[src/verilog/gpti_pkg.sv]
// Package: constants and carrier types for the IEEE-488 talker/listener interface
package gpti_pkg;

   // ==========================================================
   // Addressing
   localparam logic [5:0] GPTI_ADDR_DEFAULT  = 6'h1b;   // 27
   localparam logic [5:0] GPTI_ADDR_MAX      = 6'h1e;   // 30
   localparam logic [5:0] GPTI_ADDR_TO_PFX   = 6'h28;   // 40, talk-only with prefix
   localparam logic [5:0] GPTI_ADDR_TO_NOPFX = 6'h29;   // 41, talk-only without prefix

   // ==========================================================
   // Command byte codes, low seven bits with ATN asserted
   localparam logic [6:0] GPTI_CMD_GTL  = 7'h01;
   localparam logic [6:0] GPTI_CMD_SDC  = 7'h04;
   localparam logic [6:0] GPTI_CMD_GET  = 7'h08;
   localparam logic [6:0] GPTI_CMD_LLO  = 7'h11;
   localparam logic [6:0] GPTI_CMD_DCL  = 7'h14;
   localparam logic [6:0] GPTI_CMD_SPE  = 7'h18;
   localparam logic [6:0] GPTI_CMD_SPD  = 7'h19;
   localparam logic [6:0] GPTI_CMD_UNL  = 7'h3f;
   localparam logic [6:0] GPTI_CMD_UNT  = 7'h5f;
   localparam logic [1:0] GPTI_GRP_LAG  = 2'h1;    // Bits 6:5 of a listen address
   localparam logic [1:0] GPTI_GRP_TAG  = 2'h2;    // Bits 6:5 of a talk address
   localparam logic [1:0] GPTI_GRP_SCG  = 2'h3;    // Secondary group, ignored
   localparam int         GPTI_RQS_BIT  = 6;       // Request-service bit of status byte

   // ==========================================================
   // Timing
   localparam int GPTI_CLK_NS     = 10;
   localparam int GPTI_SETTLE_NS  = 500;   // Data settle before DAV
   localparam int GPTI_SETTLE_CYC = (GPTI_SETTLE_NS + GPTI_CLK_NS - 1) / GPTI_CLK_NS;
   localparam int GPTI_FIFO_DEPTH = 4;
   localparam int GPTI_FIFO_AW    = 2;

   // ==========================================================
   // Carrier types: bus lines seen from the device
   typedef struct packed {
      logic [7:0] dio;
      logic       dav;
      logic       nrfd;
      logic       ndac;
      logic       atn;
      logic       eoi;
      logic       ren;
      logic       ifc;
   } gpti_bus_in_t;

   // Open-collector drives: a set enable pulls the line true
   typedef struct packed {
      logic [7:0] dio_oe;
      logic       dav_oe;
      logic       nrfd_oe;
      logic       ndac_oe;
      logic       eoi_oe;
      logic       srq_oe;
   } gpti_bus_out_t;

   // Data word with end flag
   typedef struct packed {
      logic       last;
      logic [7:0] data;
   } gpti_word_t;

   // Interface state for the instrument
   typedef struct packed {
      logic remote;
      logic lockout;
      logic talker;
      logic listener;
      logic spoll;
      logic talk_only;
      logic prefix;
   } gpti_state_t;

endpackage

[src/verilog/gpti_fifo.sv]
// Small register-read FIFO holding outgoing talker words
`timescale 1ns/1ns
module gpti_fifo
   import gpti_pkg::*;
(
   input  wire logic                 clk,
   input  wire logic                 arst_n,
   input  wire logic                 flush,
   input  wire logic                 wr_en,
   input  gpti_pkg::gpti_word_t      wr_data,
   input  wire logic                 rd_en,
   output gpti_pkg::gpti_word_t      rd_data,
   output logic                      full,
   output logic                      empty
);
   import gpti_pkg::*;

   gpti_word_t                 mem [GPTI_FIFO_DEPTH];
   logic [GPTI_FIFO_AW:0]      wr_ptr_reg;
   logic [GPTI_FIFO_AW:0]      rd_ptr_reg;
   logic [GPTI_FIFO_AW:0]      rd_ptr_next;
   logic [GPTI_FIFO_AW:0]      wr_ptr_dly_reg;

   assign full  = (wr_ptr_reg[GPTI_FIFO_AW] != rd_ptr_next[GPTI_FIFO_AW]) &&
                  (wr_ptr_reg[GPTI_FIFO_AW-1:0] == rd_ptr_next[GPTI_FIFO_AW-1:0]);
   // Lags one write, so the registered head is never stale when shown
   assign empty = (wr_ptr_dly_reg == rd_ptr_reg);
   assign rd_ptr_next = rd_ptr_reg;

   // ==========================================================
   // Storage, no reset needed on data
   always_ff @(posedge clk)
   begin
      if (wr_en && !full)
         mem[wr_ptr_reg[GPTI_FIFO_AW-1:0]] <= wr_data;
   end

   // Registered read data, shows head of queue
   always_ff @(posedge clk or negedge arst_n)
   begin
      if (!arst_n)
         rd_data <= '0;
      else
         rd_data <= mem[rd_ptr_reg[GPTI_FIFO_AW-1:0] + GPTI_FIFO_AW'(rd_en && !empty)];
   end

   // Pointers; flush empties the queue on device clear
   always_ff @(posedge clk or negedge arst_n)
   begin
      if (!arst_n)
      begin
         wr_ptr_reg <= '0;
         rd_ptr_reg <= '0;
         wr_ptr_dly_reg <= '0;
      end
      else if (flush)
      begin
         wr_ptr_reg <= '0;
         rd_ptr_reg <= '0;
         wr_ptr_dly_reg <= '0;
      end
      else
      begin
         wr_ptr_dly_reg <= wr_ptr_reg;
         if (wr_en && !full)
            wr_ptr_reg <= wr_ptr_reg + 1'b1;
         if (rd_en && !empty)
            rd_ptr_reg <= rd_ptr_reg + 1'b1;
      end
   end

endmodule

[src/verilog/gpti_top.sv]
// Device-side IEEE-488 talker/listener interface logic
// Function
// Source handshake drives DAV, awaits listeners
// Acceptor handshake takes each byte once
// Talk only when addressed or talk-only
// Accept data only when listen-addressed
// Talker with serial poll, unaddressed on MLA
// Listener unaddressed on own talk address
// SRQ asserted, reported via status byte
// Remote/local machine with local lockout
// No parallel poll response ever
// DCL or addressed SDC clears device
// GET while listening triggers reading
// Never drives ATN, IFC or REN
// Secondary addresses ignored
// Remote only when listen-addressed with REN
// Controller asserts REN before listen address
// Decode universal, address, addressed commands
// Other talk address or UNT unaddresses talker
// Primary address 0 to 30, default 27
// Setting 40/41 selects talk-only, ignore commands
// ATN bytes compared against own address
`timescale 1ns/1ns
module gpti_top
   import gpti_pkg::*;
(
   input  wire logic                 CLK,
   input  wire logic                 ARST_N,
   input  gpti_pkg::gpti_bus_in_t    BUS_IN,
   output gpti_pkg::gpti_bus_out_t   BUS_OUT,
   input  wire logic [5:0]           ADDR_SET,
   input  wire logic                 ADDR_LOAD,
   input  wire logic                 TX_VALID,
   input  gpti_pkg::gpti_word_t      TX_WORD,
   output logic                      TX_READY,
   output logic                      RX_VALID,
   output gpti_pkg::gpti_word_t      RX_WORD,
   input  wire logic [7:0]           STATUS_BYTE,
   input  wire logic                 SRQ_REQ,
   output logic                      TRIGGER,
   output logic                      DEV_CLEAR,
   output gpti_pkg::gpti_state_t     STATE
);
   import gpti_pkg::*;

   typedef enum {AH_IDLE, AH_READY, AH_ACCEPT} gpti_ah_t;
   typedef enum {SH_IDLE, SH_SETTLE, SH_VALID, SH_WAIT} gpti_sh_t;

   gpti_bus_in_t   sync1_reg;
   gpti_bus_in_t   sync2_reg;
   gpti_ah_t       ah_reg;
   gpti_sh_t       sh_reg;
   logic [5:0]     addr_reg;
   logic [7:0]     byte_reg;
   logic           atn_byte_reg;
   logic           eoi_byte_reg;
   logic           byte_stb_reg;
   logic [7:0]     settle_reg;
   logic [7:0]     src_data_reg;
   logic           src_eoi_reg;
   logic           src_poll_reg;
   logic           srq_reg;
   logic           rqs_pend_reg;
   logic           talker_reg;
   logic           listener_reg;
   logic           spoll_reg;
   logic           remote_reg;
   logic           lockout_reg;
   logic           trigger_reg;
   logic           clear_reg;
   logic           rx_valid_reg;
   gpti_word_t     rx_word_reg;
   logic           tx_ready_reg;
   gpti_bus_out_t  out_reg;
   gpti_word_t     fifo_head;
   logic           fifo_full;
   logic           fifo_empty;
   logic           fifo_pop;
   logic           talk_only;
   logic           ifc;
   logic           cmd_stb;
   logic           my_la;
   logic           my_ta;
   logic           ota;
   logic           may_talk;

   // ==========================================================
   // Input synchroniser, two flops on every bus line
   always_ff @(posedge CLK or negedge ARST_N)
   begin
      if (!ARST_N)
      begin
         sync1_reg <= '0;
         sync2_reg <= '0;
      end
      else
      begin
         sync1_reg <= BUS_IN;
         sync2_reg <= sync1_reg;
      end
   end

   // Address decode helper used for own talk and listen compare
   function automatic logic addr_hit(input logic [6:0] cmd, input logic [1:0] grp,
                                     input logic [5:0] adr);
      addr_hit = (cmd[6:5] == grp) && ({1'b0, cmd[4:0]} == adr);
   endfunction

   // ==========================================================
   // Address setting
   // range and default
   always_ff @(posedge CLK or negedge ARST_N)
   begin
      if (!ARST_N)
         addr_reg <= GPTI_ADDR_DEFAULT;
      else if (ADDR_LOAD && (ADDR_SET <= GPTI_ADDR_MAX || ADDR_SET == GPTI_ADDR_TO_PFX ||
                             ADDR_SET == GPTI_ADDR_TO_NOPFX))
         addr_reg <= ADDR_SET;
   end

   // talk-only selection
   assign talk_only = (addr_reg == GPTI_ADDR_TO_PFX) || (addr_reg == GPTI_ADDR_TO_NOPFX);
   assign ifc       = sync2_reg.ifc && !talk_only;

   // ==========================================================
   // Acceptor handshake
   // byte taken once per DAV cycle
   always_ff @(posedge CLK or negedge ARST_N)
   begin
      if (!ARST_N)
      begin
         ah_reg       <= AH_IDLE;
         byte_reg     <= '0;
         atn_byte_reg <= 1'b0;
         eoi_byte_reg <= 1'b0;
         byte_stb_reg <= 1'b0;
      end
      else
      begin
         byte_stb_reg <= 1'b0;
         unique case (ah_reg)
            AH_IDLE:
               // Only listeners or ATN traffic are handshaken; talk-only sits out
               if (!sync2_reg.dav && !talk_only && (sync2_reg.atn || listener_reg))
                  ah_reg <= AH_READY;
            AH_READY:
               if (sync2_reg.dav)
               begin
                  byte_reg     <= ~sync2_reg.dio;   // Bus is negative logic
                  atn_byte_reg <= sync2_reg.atn;
                  eoi_byte_reg <= sync2_reg.eoi;
                  byte_stb_reg <= 1'b1;
                  ah_reg       <= AH_ACCEPT;
               end
               else if (!sync2_reg.atn && !listener_reg)
                  ah_reg <= AH_IDLE;
            AH_ACCEPT:
               if (!sync2_reg.dav)
                  ah_reg <= AH_IDLE;
         endcase
      end
   end

   // ==========================================================
   // Command decode
   // ATN bytes are commands
   assign cmd_stb = byte_stb_reg && atn_byte_reg && !talk_only;
   assign my_la   = addr_hit(byte_reg[6:0], GPTI_GRP_LAG, addr_reg);
   assign my_ta   = addr_hit(byte_reg[6:0], GPTI_GRP_TAG, addr_reg);
   // other talk address detection
   assign ota     = (byte_reg[6:5] == GPTI_GRP_TAG) && !my_ta && byte_reg[6:0] != GPTI_CMD_UNT;

   // addressing and universal state
   // secondary group falls through every compare
   always_ff @(posedge CLK or negedge ARST_N)
   begin
      if (!ARST_N)
      begin
         talker_reg   <= 1'b0;
         listener_reg <= 1'b0;
         spoll_reg    <= 1'b0;
      end
      else if (ifc)
      begin
         talker_reg   <= 1'b0;
         listener_reg <= 1'b0;
         spoll_reg    <= 1'b0;
      end
      else if (cmd_stb)
      begin
         // listen address arms data acceptance
         // own listen address leaves talker
         if (my_la)
         begin
            listener_reg <= 1'b1;
            talker_reg   <= 1'b0;
         end
         // own talk address leaves listener
         if (my_ta)
         begin
            talker_reg   <= 1'b1;
            listener_reg <= 1'b0;
         end
         if (byte_reg[6:0] == GPTI_CMD_UNL)
            listener_reg <= 1'b0;
         // untalk or other talker
         if (byte_reg[6:0] == GPTI_CMD_UNT || ota)
            talker_reg <= 1'b0;
         if (byte_reg[6:0] == GPTI_CMD_SPE)
            spoll_reg <= 1'b1;
         if (byte_reg[6:0] == GPTI_CMD_SPD)
            spoll_reg <= 1'b0;
      end
   end

   // remote/local with lockout
   // remote needs listen address under REN
   always_ff @(posedge CLK or negedge ARST_N)
   begin
      if (!ARST_N)
      begin
         remote_reg  <= 1'b0;
         lockout_reg <= 1'b0;
      end
      else if (!sync2_reg.ren || talk_only)
      begin
         remote_reg  <= 1'b0;   // REN false or talk-only cancels lockout
         lockout_reg <= 1'b0;
      end
      else if (ifc)
         remote_reg <= 1'b0;
      else if (cmd_stb)
      begin
         if (my_la)
            remote_reg <= 1'b1;
         else if (byte_reg[6:0] == GPTI_CMD_GTL && listener_reg)
            remote_reg <= 1'b0;
         if (byte_reg[6:0] == GPTI_CMD_LLO)
            lockout_reg <= 1'b1;
      end
   end

   // clear and R11 trigger pulses
   always_ff @(posedge CLK or negedge ARST_N)
   begin
      if (!ARST_N)
      begin
         trigger_reg <= 1'b0;
         clear_reg   <= 1'b0;
      end
      else
      begin
         trigger_reg <= cmd_stb && listener_reg && byte_reg[6:0] == GPTI_CMD_GET;
         clear_reg   <= cmd_stb && (byte_reg[6:0] == GPTI_CMD_DCL ||
                        (listener_reg && byte_reg[6:0] == GPTI_CMD_SDC));
      end
   end

   // data bytes delivered only while listening
   always_ff @(posedge CLK or negedge ARST_N)
   begin
      if (!ARST_N)
      begin
         rx_valid_reg <= 1'b0;
         rx_word_reg  <= '0;
      end
      else
      begin
         rx_valid_reg <= byte_stb_reg && !atn_byte_reg && listener_reg;
         if (byte_stb_reg && !atn_byte_reg)
            rx_word_reg <= '{last: eoi_byte_reg, data: byte_reg};
      end
   end

   // ==========================================================
   // Service request
   // SRQ until polled, RQS in status
   always_ff @(posedge CLK or negedge ARST_N)
   begin
      if (!ARST_N)
      begin
         srq_reg      <= 1'b0;
         rqs_pend_reg <= 1'b0;
      end
      else if (clear_reg || ifc)
      begin
         srq_reg      <= 1'b0;
         rqs_pend_reg <= 1'b0;
      end
      else if (sh_reg == SH_WAIT && src_poll_reg && !sync2_reg.ndac)
      begin
         srq_reg      <= 1'b0;   // Status byte with RQS accepted; new request wins next
         rqs_pend_reg <= 1'b0;
      end
      else if (SRQ_REQ && !talk_only)
      begin
         srq_reg      <= 1'b1;
         rqs_pend_reg <= 1'b1;
      end
   end

   // ==========================================================
   // Source handshake
   // sourcing only when addressed or talk-only
   assign may_talk = (talker_reg || talk_only) && !sync2_reg.atn;
   assign fifo_pop = sh_reg == SH_IDLE && may_talk && !spoll_reg && !fifo_empty;

   gpti_fifo u_fifo
   (
      .clk     (CLK),
      .arst_n  (ARST_N),
      .flush   (clear_reg),
      .wr_en   (TX_VALID),
      .wr_data (TX_WORD),
      .rd_en   (fifo_pop),
      .rd_data (fifo_head),
      .full    (fifo_full),
      .empty   (fifo_empty)
   );

   // DAV after settle, wait RFD then DAC
   // serial poll sources status byte
   always_ff @(posedge CLK or negedge ARST_N)
   begin
      if (!ARST_N)
      begin
         sh_reg       <= SH_IDLE;
         settle_reg   <= '0;
         src_data_reg <= '0;
         src_eoi_reg  <= 1'b0;
         src_poll_reg <= 1'b0;
      end
      else if (!may_talk || clear_reg)
         sh_reg <= SH_IDLE;   // ATN or unaddressing aborts a byte in flight
      else
      begin
         unique case (sh_reg)
            SH_IDLE:
               if (spoll_reg || !fifo_empty)
               begin
                  src_poll_reg <= spoll_reg;
                  src_data_reg <= spoll_reg ? {STATUS_BYTE[7], rqs_pend_reg,
                                  STATUS_BYTE[5:0]} : fifo_head.data;
                  src_eoi_reg  <= spoll_reg ? 1'b0 : fifo_head.last;
                  settle_reg   <= 8'(GPTI_SETTLE_CYC);
                  sh_reg       <= SH_SETTLE;
               end
            SH_SETTLE:
               if (settle_reg != 8'h00)
                  settle_reg <= settle_reg - 8'h01;
               else if (!sync2_reg.nrfd)
                  sh_reg <= SH_VALID;
            SH_VALID:
               sh_reg <= SH_WAIT;
            SH_WAIT:
               if (!sync2_reg.ndac)
                  sh_reg <= SH_IDLE;
         endcase
      end
   end

   // ==========================================================
   // Registered bus drivers
   // no parallel poll; R12 no controller lines
   always_ff @(posedge CLK or negedge ARST_N)
   begin
      if (!ARST_N)
         out_reg <= '0;
      else
      begin
         out_reg.dio_oe  <= (sh_reg != SH_IDLE && may_talk) ? src_data_reg : 8'h00;
         out_reg.eoi_oe  <= sh_reg != SH_IDLE && may_talk && src_eoi_reg;
         out_reg.dav_oe  <= (sh_reg == SH_VALID || sh_reg == SH_WAIT) && may_talk;
         out_reg.nrfd_oe <= ah_reg != AH_READY && (ah_reg != AH_IDLE ||
                            sync2_reg.atn || listener_reg) && !talk_only;
         out_reg.ndac_oe <= ah_reg != AH_ACCEPT && (sync2_reg.atn || listener_reg) &&
                            !talk_only;
         out_reg.srq_oe  <= srq_reg;
      end
   end

   // Outputs to the instrument side
   always_ff @(posedge CLK or negedge ARST_N)
   begin
      if (!ARST_N)
      begin
         tx_ready_reg <= 1'b0;
         STATE        <= '0;
      end
      else
      begin
         tx_ready_reg <= !fifo_full && !TX_VALID;
         STATE        <= '{remote: remote_reg, lockout: lockout_reg, talker: talker_reg,
                           listener: listener_reg, spoll: spoll_reg, talk_only: talk_only,
                           prefix: addr_reg == GPTI_ADDR_TO_PFX};
      end
   end

   assign BUS_OUT   = out_reg;
   assign TX_READY  = tx_ready_reg;
   assign RX_VALID  = rx_valid_reg;
   assign RX_WORD   = rx_word_reg;
   assign TRIGGER   = trigger_reg;
   assign DEV_CLEAR = clear_reg;

endmodule
[config.mk]
export PLATFORM = sky130hd
export DESIGN_NAME = gpti_top
export DESIGN_NICKNAME = d
export VERILOG_FILES = /design/src/verilog/gpti_pkg.sv /design/src/verilog/gpti_fifo.sv /design/src/verilog/gpti_top.sv
export SDC_FILE = /design/constraint.sdc
export NUM_CORES = 1
export LEC_CHECK = 0
export BUFFER_PORTS_ARGS = -buffer_cell sky130_fd_sc_hd__buf_4
export CAP_MARGIN = 20
export CORE_ASPECT_RATIO = 0.8
export CORE_MARGIN = 5
export CORE_UTILIZATION = 62
export CTS_CLUSTER_DIAMETER = 50
export DETAILED_ROUTE_END_ITERATION = 10
export PLACE_DENSITY = 0.84
export SYNTH_ARGS = -nofsm -noshare
export SYNTH_HDL_FRONTEND = slang
export SYNTH_HIERARCHICAL = 1
export SYNTH_SLANG_ARGS = --single-unit
[constraint.sdc]
create_clock -name CLK -period 9.15 [get_ports CLK]
set_input_delay 0 -clock CLK [delete_from_list [all_inputs] [get_ports CLK]]
set_output_delay 0 -clock CLK [all_outputs]
set_load 0.005 [all_outputs]
# [After elaboration in Yosys (flattened, before gate mapping)]
# Memory sizes are Yosys's and may differ from the RTL's. A register that Yosys moved wholly into a read port is not among the register bits.
# Cells that the tools add are included.
[classes] n_div=0 n_bitwise=2 magnitude_cmp=1 n_mul=0 muxes=52 shifts=0 n_eq_ne=39 addsub=4 n_reduce_logical=92
[ops] operator="two-way mux 32 bit" count=9
[ops] operator="case mux 32 bit (4 select lines)" count=1
[ops] operator="== test 32 x 2 -> 1 bit (second input constant)" count=3
[ops] operator="zero test 32 bit" count=3
[ops] operator="case mux 32 bit (3 select lines)" count=1
[ops] operator="== test 32 x 1 -> 1 bit (second input constant)" count=2
[ops] operator="== test 32 x 3 -> 1 bit (second input constant)" count=2
[ops] operator="nonzero test 32 bit" count=2
[ops] operator="logical AND 1 bit" count=36
[ops] operator="two-way mux 8 bit" count=4
[ops] operator="!= test 32 x 2 -> 1 bit (second input constant)" count=1
[ops] operator="!= test 32 x 3 -> 1 bit (second input constant)" count=1
[ops] operator="two-way mux 1 bit" count=31
[ops] operator="== test 7 x 5 -> 1 bit (second input constant)" count=4
[ops] operator="== test 6 bit (second input constant)" count=4
[ops] operator="case mux 8 bit (2 select lines)" count=1
[ops] operator="two-way mux 3 bit" count=5
[ops] operator="!= test 3 bit (second input constant)" count=5
[ops] operator="zero test 1 bit" count=14
[ops] operator="logical OR 1 bit" count=14
[ops] operator="nonzero test 2 bit" count=6
[ops] operator="nonzero test 4 bit" count=3
[ops] operator="AND reduction 2 bit" count=5
[ops] operator="AND reduction 3 bit" count=3
[ops] operator="23 further kinds" count=30
[totals] elab_cells=246 rom_bits=0 mem_count=1 latch_bits=0 regBits=177 in_bits=43 ram_bits=36 out_inout_bits=33
[memory_table] memory="u_fifo.mem" words=4 width=9 read_ports=1 rd_clocked_by_memory_dff=1 write_ports=1 line_no="gpti_fifo.sv:18" source="gpti_word_t mem [GPTI_FIFO_DEPTH];"

# [Logic depth before layout (Yosys ltp)]
[logic_depth] ltp_word=10 depth_mapped=11 depth_no_buf=10

# [Modules after synthesis]
# Netlist, hierarchy kept.
[modules_own_cells] mod="gpti_top" n_inst=1 seq_area_each_um2=2707.6 cells_per_inst=334 area_per_inst_um2=4254.1
[modules_own_cells] mod="gpti_fifo" n_inst=1 seq_area_each_um2=1531.5 cells_per_inst=136 area_per_inst_um2=2318.5

# [Worst setup path before layout]
# No wires, ideal clock.
[synth_path] path_kind="register to register" startpoint="register addr_reg[3]" endpoint="register, netlist name u_fifo/rd_data[0]" arrival_time_ns=3.269 required_time_ns=9.012 slack_ns=5.743 n_path_buf=2 path_stages_with_launch=12 synth_period_minus_slack_ns=3.407 setup_time_ns=0.138 cell_sequence="dfstp_2 -> or3b_1 -> or2_2 -> clkbuf_1 -> inv_2 -> o21bai_1 -> nor4_1 -> inv_1 -> nor2_1 -> ha_1 -> buf_2 -> mux4_2"
[synth_between] elab_chain_len=9 word_cells_on_any_way=10 classes_between="add/sub: 1; eq/ne: 2; reduce/logical: 7"
[synth_lines] element="start: declaration" line_no="gpti_top.sv:53" source="logic [5:0] addr_reg;"
[synth_lines] element="start signal: assignment" line_no="gpti_top.sv:115" source="addr_reg <= GPTI_ADDR_DEFAULT;"
[synth_lines] element="start signal: assignment" line_no="gpti_top.sv:118" source="addr_reg <= ADDR_SET;"
[synth_lines] element="== test 6 bit" line_no="gpti_top.sv:122" source="assign talk_only = (addr_reg == GPTI_ADDR_TO_PFX) || (addr_reg == GPTI_ADDR_TO_NOPFX);"
[synth_lines] element="logical OR 1 bit *" line_no="gpti_top.sv:122"
[synth_lines] element="net talk_only" line_no="gpti_top.sv:79" source="logic talk_only;"
[synth_lines] element="logical OR 1 bit *" line_no="gpti_top.sv:305" source="assign may_talk = (talker_reg || talk_only) && !sync2_reg.atn;"
[synth_lines] element="logical AND 1 bit *" line_no="gpti_top.sv:305"
[synth_lines] element="logical AND 1 bit * (3 in a row)" line_no="gpti_top.sv:306" source="assign fifo_pop = sh_reg == SH_IDLE && may_talk && !spoll_reg && !fifo_empty;"
[synth_lines] element="net fifo_pop" line_no="gpti_top.sv:78" source="logic fifo_pop;"
[synth_lines] element="logical AND 1 bit *" line_no="gpti_fifo.sv:44" source="rd_data <= mem[rd_ptr_reg[GPTI_FIFO_AW-1:0] + GPTI_FIFO_AW'(rd_en && !empty)];"
[synth_lines] element="adder 2 x 1 -> 2 bit *" line_no="gpti_fifo.sv:44"
# Mark *: on every way through the listed nets, which the timed path passes. The rest lies on a longest branch.
# A chain may end at the register's enable or synchronous reset.

# [Worst setup path in the final report]
[layout_path] startpoint="register addr_reg[3]" endpoint="register, netlist name u_fifo/rd_data[5]"
[layout_between] elab_chain_len=9 word_cells_on_any_way=10 classes_between="add/sub: 1; eq/ne: 2; reduce/logical: 7"
[layout_lines] element="== test 6 bit" line_no="gpti_top.sv:122"
[layout_lines] element="logical OR 1 bit *" line_no="gpti_top.sv:122"
[layout_lines] element="net talk_only" line_no="gpti_top.sv:79"
[layout_lines] element="logical OR 1 bit *" line_no="gpti_top.sv:305"
[layout_lines] element="logical AND 1 bit *" line_no="gpti_top.sv:305"
[layout_lines] element="logical AND 1 bit * (3 in a row)" line_no="gpti_top.sv:306"
[layout_lines] element="net fifo_pop" line_no="gpti_top.sv:78"
[layout_lines] element="logical AND 1 bit *" line_no="gpti_fifo.sv:44"
[layout_lines] element="adder 2 x 1 -> 2 bit *" line_no="gpti_fifo.sv:44"
# Marked as above.

==> results.sh <==
export IMPL_cts_setup_buffers=0
export IMPL_start_kind="register"
export IMPL_async_reset_ff_share_pct=77.8
export IMPL_synthDistinctLibCells=65
export IMPL_grt_usage_pct=23.5
export IMPL_synth_mux_area_share_pct=9.42
export IMPL_reg2reg_slack_ns=5.31
export IMPL_cts_root_buf="clkbuf_16"
export IMPL_final_area_sq_um=8270
export IMPL_critPathArrivalTime_ns=4.12
export IMPL_pre_cts_ws_ns=5.06
export IMPL_r2r_start="addr_reg[3]"
export IMPL_synth_area_leader_cell="dfrtp_1"
export IMPL_htree_levels=4
export IMPL_tritoncts="done"
export IMPL_die_area_sq_um=12800
export IMPL_worst_ep_required_time_ns=9.43
export IMPL_hold_buffers=41
export IMPL_cp_depth=9
export IMPL_yosys_top_cells_area="dfrtp_1, edfxtp_1, mux2_2, mux4_2, ha_1"
export IMPL_crit_family="simple AND/OR/NAND/NOR gates"
export IMPL_maxSlewHeadroom_pct=37.1
export IMPL_syn_inst=470
export IMPL_critPathMaxStageDelay_ns=0.65
export IMPL_mappedNetlistArea_sq_um=6570
export IMPL_clk_latency_ns=0.42
export IMPL_largest_reg_flops=36
export IMPL_post_synth_cell_area_avg_sq_um=14.0
export IMPL_cp_endpoint="u_fifo/rd_data[5]"
export IMPL_synthAdderAreaFrac_pct=2.86
export IMPL_drt_iter0_drc=412
export IMPL_synth_fp_nets=528
export IMPL_skew_ns=0.00809
export IMPL_drt_wl_total_mm=13.8
export IMPL_grt_max_degree=75
export IMPL_placement_io_buffers=74
export IMPL_hp_class="in2async"
export IMPL_detailed_place_hpwl_mm=8.30
export IMPL_cts_buffer_depth=2
export IMPL_place_area_sq_um=7240
export IMPL_numCtsBuffers=17
export IMPL_postCtsResizedCells=0
export IMPL_firstDrtPassIters=5
export IMPL_crit_chain="or3b_1, or2_2, inv_2, o21bai_1, nor4_2, inv_1, nor2_1, ha_1, mux4_2"
export IMPL_drive_gt1_share_pct=29.0
export IMPL_cp_slowest_cell="nor4_2"
export IMPL_synthFlopType="dfrtp_1"
export IMPL_clk_pin_slew_worst_paths_ns=0.07
export IMPL_start_util_pct=63.7
export IMPL_yosysSeqAreaShare_pct=64.5
export IMPL_wire_per_inst_um=18.6
export IMPL_tightest_slew_ns=0.943
export IMPL_instances_no_fill=743
export IMPL_post_route_util_pct=80.1
export IMPL_cp_end_kind="register"
export IMPL_worst_path_buf_inv=2
export IMPL_r2r_cells=9
export IMPL_ir_drop_uv=164
export IMPL_slew_viol_final=0
export IMPL_synthSimpleGateAreaFrac_pct=9.96
export IMPL_tns_ns=0
export IMPL_cp_startpoint="addr_reg[3]"
export IMPL_leakage_nw=3.61
export IMPL_ant_nets=0
export IMPL_worst_r2r_endpoint="u_fifo/rd_data[5]"
export IMPL_pwr_density_cell_nw_per_um2=286
export IMPL_hold_violations=0
export IMPL_holdWs_ns=0.153
export IMPL_status="finished, final reports clean"
export IMPL_place_inst=670
export IMPL_num_rows=33
export IMPL_die_x_um=125
export IMPL_vias_per_cell=5.68
export IMPL_synth_compound_area_share_pct=7.81
export IMPL_first_global_vias=4426
export IMPL_io_pins=76
export IMPL_p_total_mw=2.37
export IMPL_setup_worst_path_class="reg2reg"
export IMPL_antenna_cells=0
export IMPL_core_area_sq_um=10300
export IMPL_fin_crit_ns=3.84
export IMPL_fmax_mhz=261
export IMPL_vias=4222
export IMPL_drv_cap=0
export IMPL_period_share_pct=41.9
export IMPL_die_y_um=102
export IMPL_antenna_found_initial=0
export IMPL_synth_edf_count=36
export IMPL_area_delta_synth_final_pct=25.9
export IMPL_grt_pass1_wl_mm=23.4
export IMPL_setup_viol=0
export IMPL_grt_overflow=0
export IMPL_synth_xor_area_share_pct=3.03
export IMPL_synth_top_family_by_area="simple AND/OR/NAND/NOR gates"
export IMPL_fillers=572
export IMPL_place_gp_congestion=0.820
export IMPL_cts_sinks=162
export IMPL_synth_top_area_share_pct=46.4
export IMPL_rsz0062_at_grt="no"
export IMPL_path_max_fanout=10
export IMPL_fin_ws_ns=5.31
export IMPL_synth_warnings=6
export IMPL_nNetsFinal=648
export IMPL_drc=0
export IMPL_yosys_register_bits=162
==> power breakdown <==
part | switching (mW) | internal, mW
sequential | 0.150 | 0.908
clock | 0.295 | 0.427
combinational | 0.296 | 0.290
==> cell usage in the layout, fill, tap and decap left out, types with 3 or more instances in the layout <==
cell type,count
a31oi_1,4
mux4_2,9
clkbuf_16,17
o2bb2ai_1,3
nand2_1,22
dfrtp_1,122
dlygate4sd3_1,41
mux2i_1,3
and2_1,10
nand4_1,8
nor2b_1,6
inv_1,20
nor4_1,4
ha_1,15
nand2b_1,5
dfstp_2,4
nor2_1,23
mux2_2,33
xnor2_1,8
edfxtp_1,36
nand3_1,8
a21oi_1,12
clkinv_4,4
nor3b_1,4
o21ai_0,30
buf_4,76
or3b_2,3
inv_6,5
nor3_1,8
xor2_1,6
==> layer usage <==
layer  vias up  part of all wire [%]  track usage (%)
li1       1923                     -                -
met1      2103                    43             31.9
met2       167                    49             38.4
met3        29                   5.8             5.54
met4         0                   2.1             8.08
met5         -                     0                0
==> final cells by class <==
cell class | instances | area [sq um] | share of cell area [%]
Timing Repair Buffer | 117 | 981 | 11.9
Multi-Input combinational cell | 271 | 2180 | 26.3
Inverter | 21 | 78.8 | 0.953
Sequential cell | 162 | 4240 | 51.2
Tap cell | 140 | 175 | 2.12
Clock inverter | 13 | 166 | 2.01
Clock buffer | 19 | 453 | 5.47
==> cell usage after synthesis, types with 2 or more instances <==
cell	number
o221ai_1	2
xnor2_2	2
o31ai_1	2
o21bai_1	2
ha_1	15
or3_1	2
o21ai_0	30
nand4_1	8
dfstp_2	4
a31oi_1	4
a21oi_1	12
and4bb_2	2
nand3_1	8
xnor2_1	8
nand3b_1	2
a211o_1	2
mux4_2	9
o2bb2ai_1	3
nor2b_1	6
and2_1	10
buf_6	2
edfxtp_1	36
nand2_1	22
xor2_1	6
mux2_2	33
nand2b_1	5
nor4_1	5
dfrtp_1	122
a41oi_1	2
clkbuf_1	11
o211ai_1	2
nor3b_1	4
buf_2	2
nor2_1	23
or3b_2	3
nor3_1	8
mux2i_1	3
or4b_2	2
inv_1	20
==> how the worst min path moves through the flow <==
stage	from	end	slack, ns	cells after the start
finish	ARST_N	sync1_reg[8]	0.15	2
floorplan	ARST_N	BUS_OUT[0]	-0.30	0
global placement	ARST_N	BUS_OUT[3]	0.05	1
global route	BUS_IN[13]	sync1_reg[13]	0.21	2
CTS	ARST_N	RX_WORD[1]	0.18	2
detailed placement	ARST_N	BUS_OUT[3]	0.06	1
==> cell families (layout without fill, tap and decap cells) <==
| family | count (synthesis) | in the layout |
|---|---|---|
| AOI/OAI and AO/OA | 74 | 74 |
| DFF | 162 | 162 |
| xor gates and xnor gates | 18 | 18 |
| and+or+nand+nor | 118 | 118 |
| adders and majority gates | 15 | 15 |
| muxes | 46 | 46 |
| buffers and inverters | 37 | 170 |
Note: power is estimated with default switching activity, not from simulation.
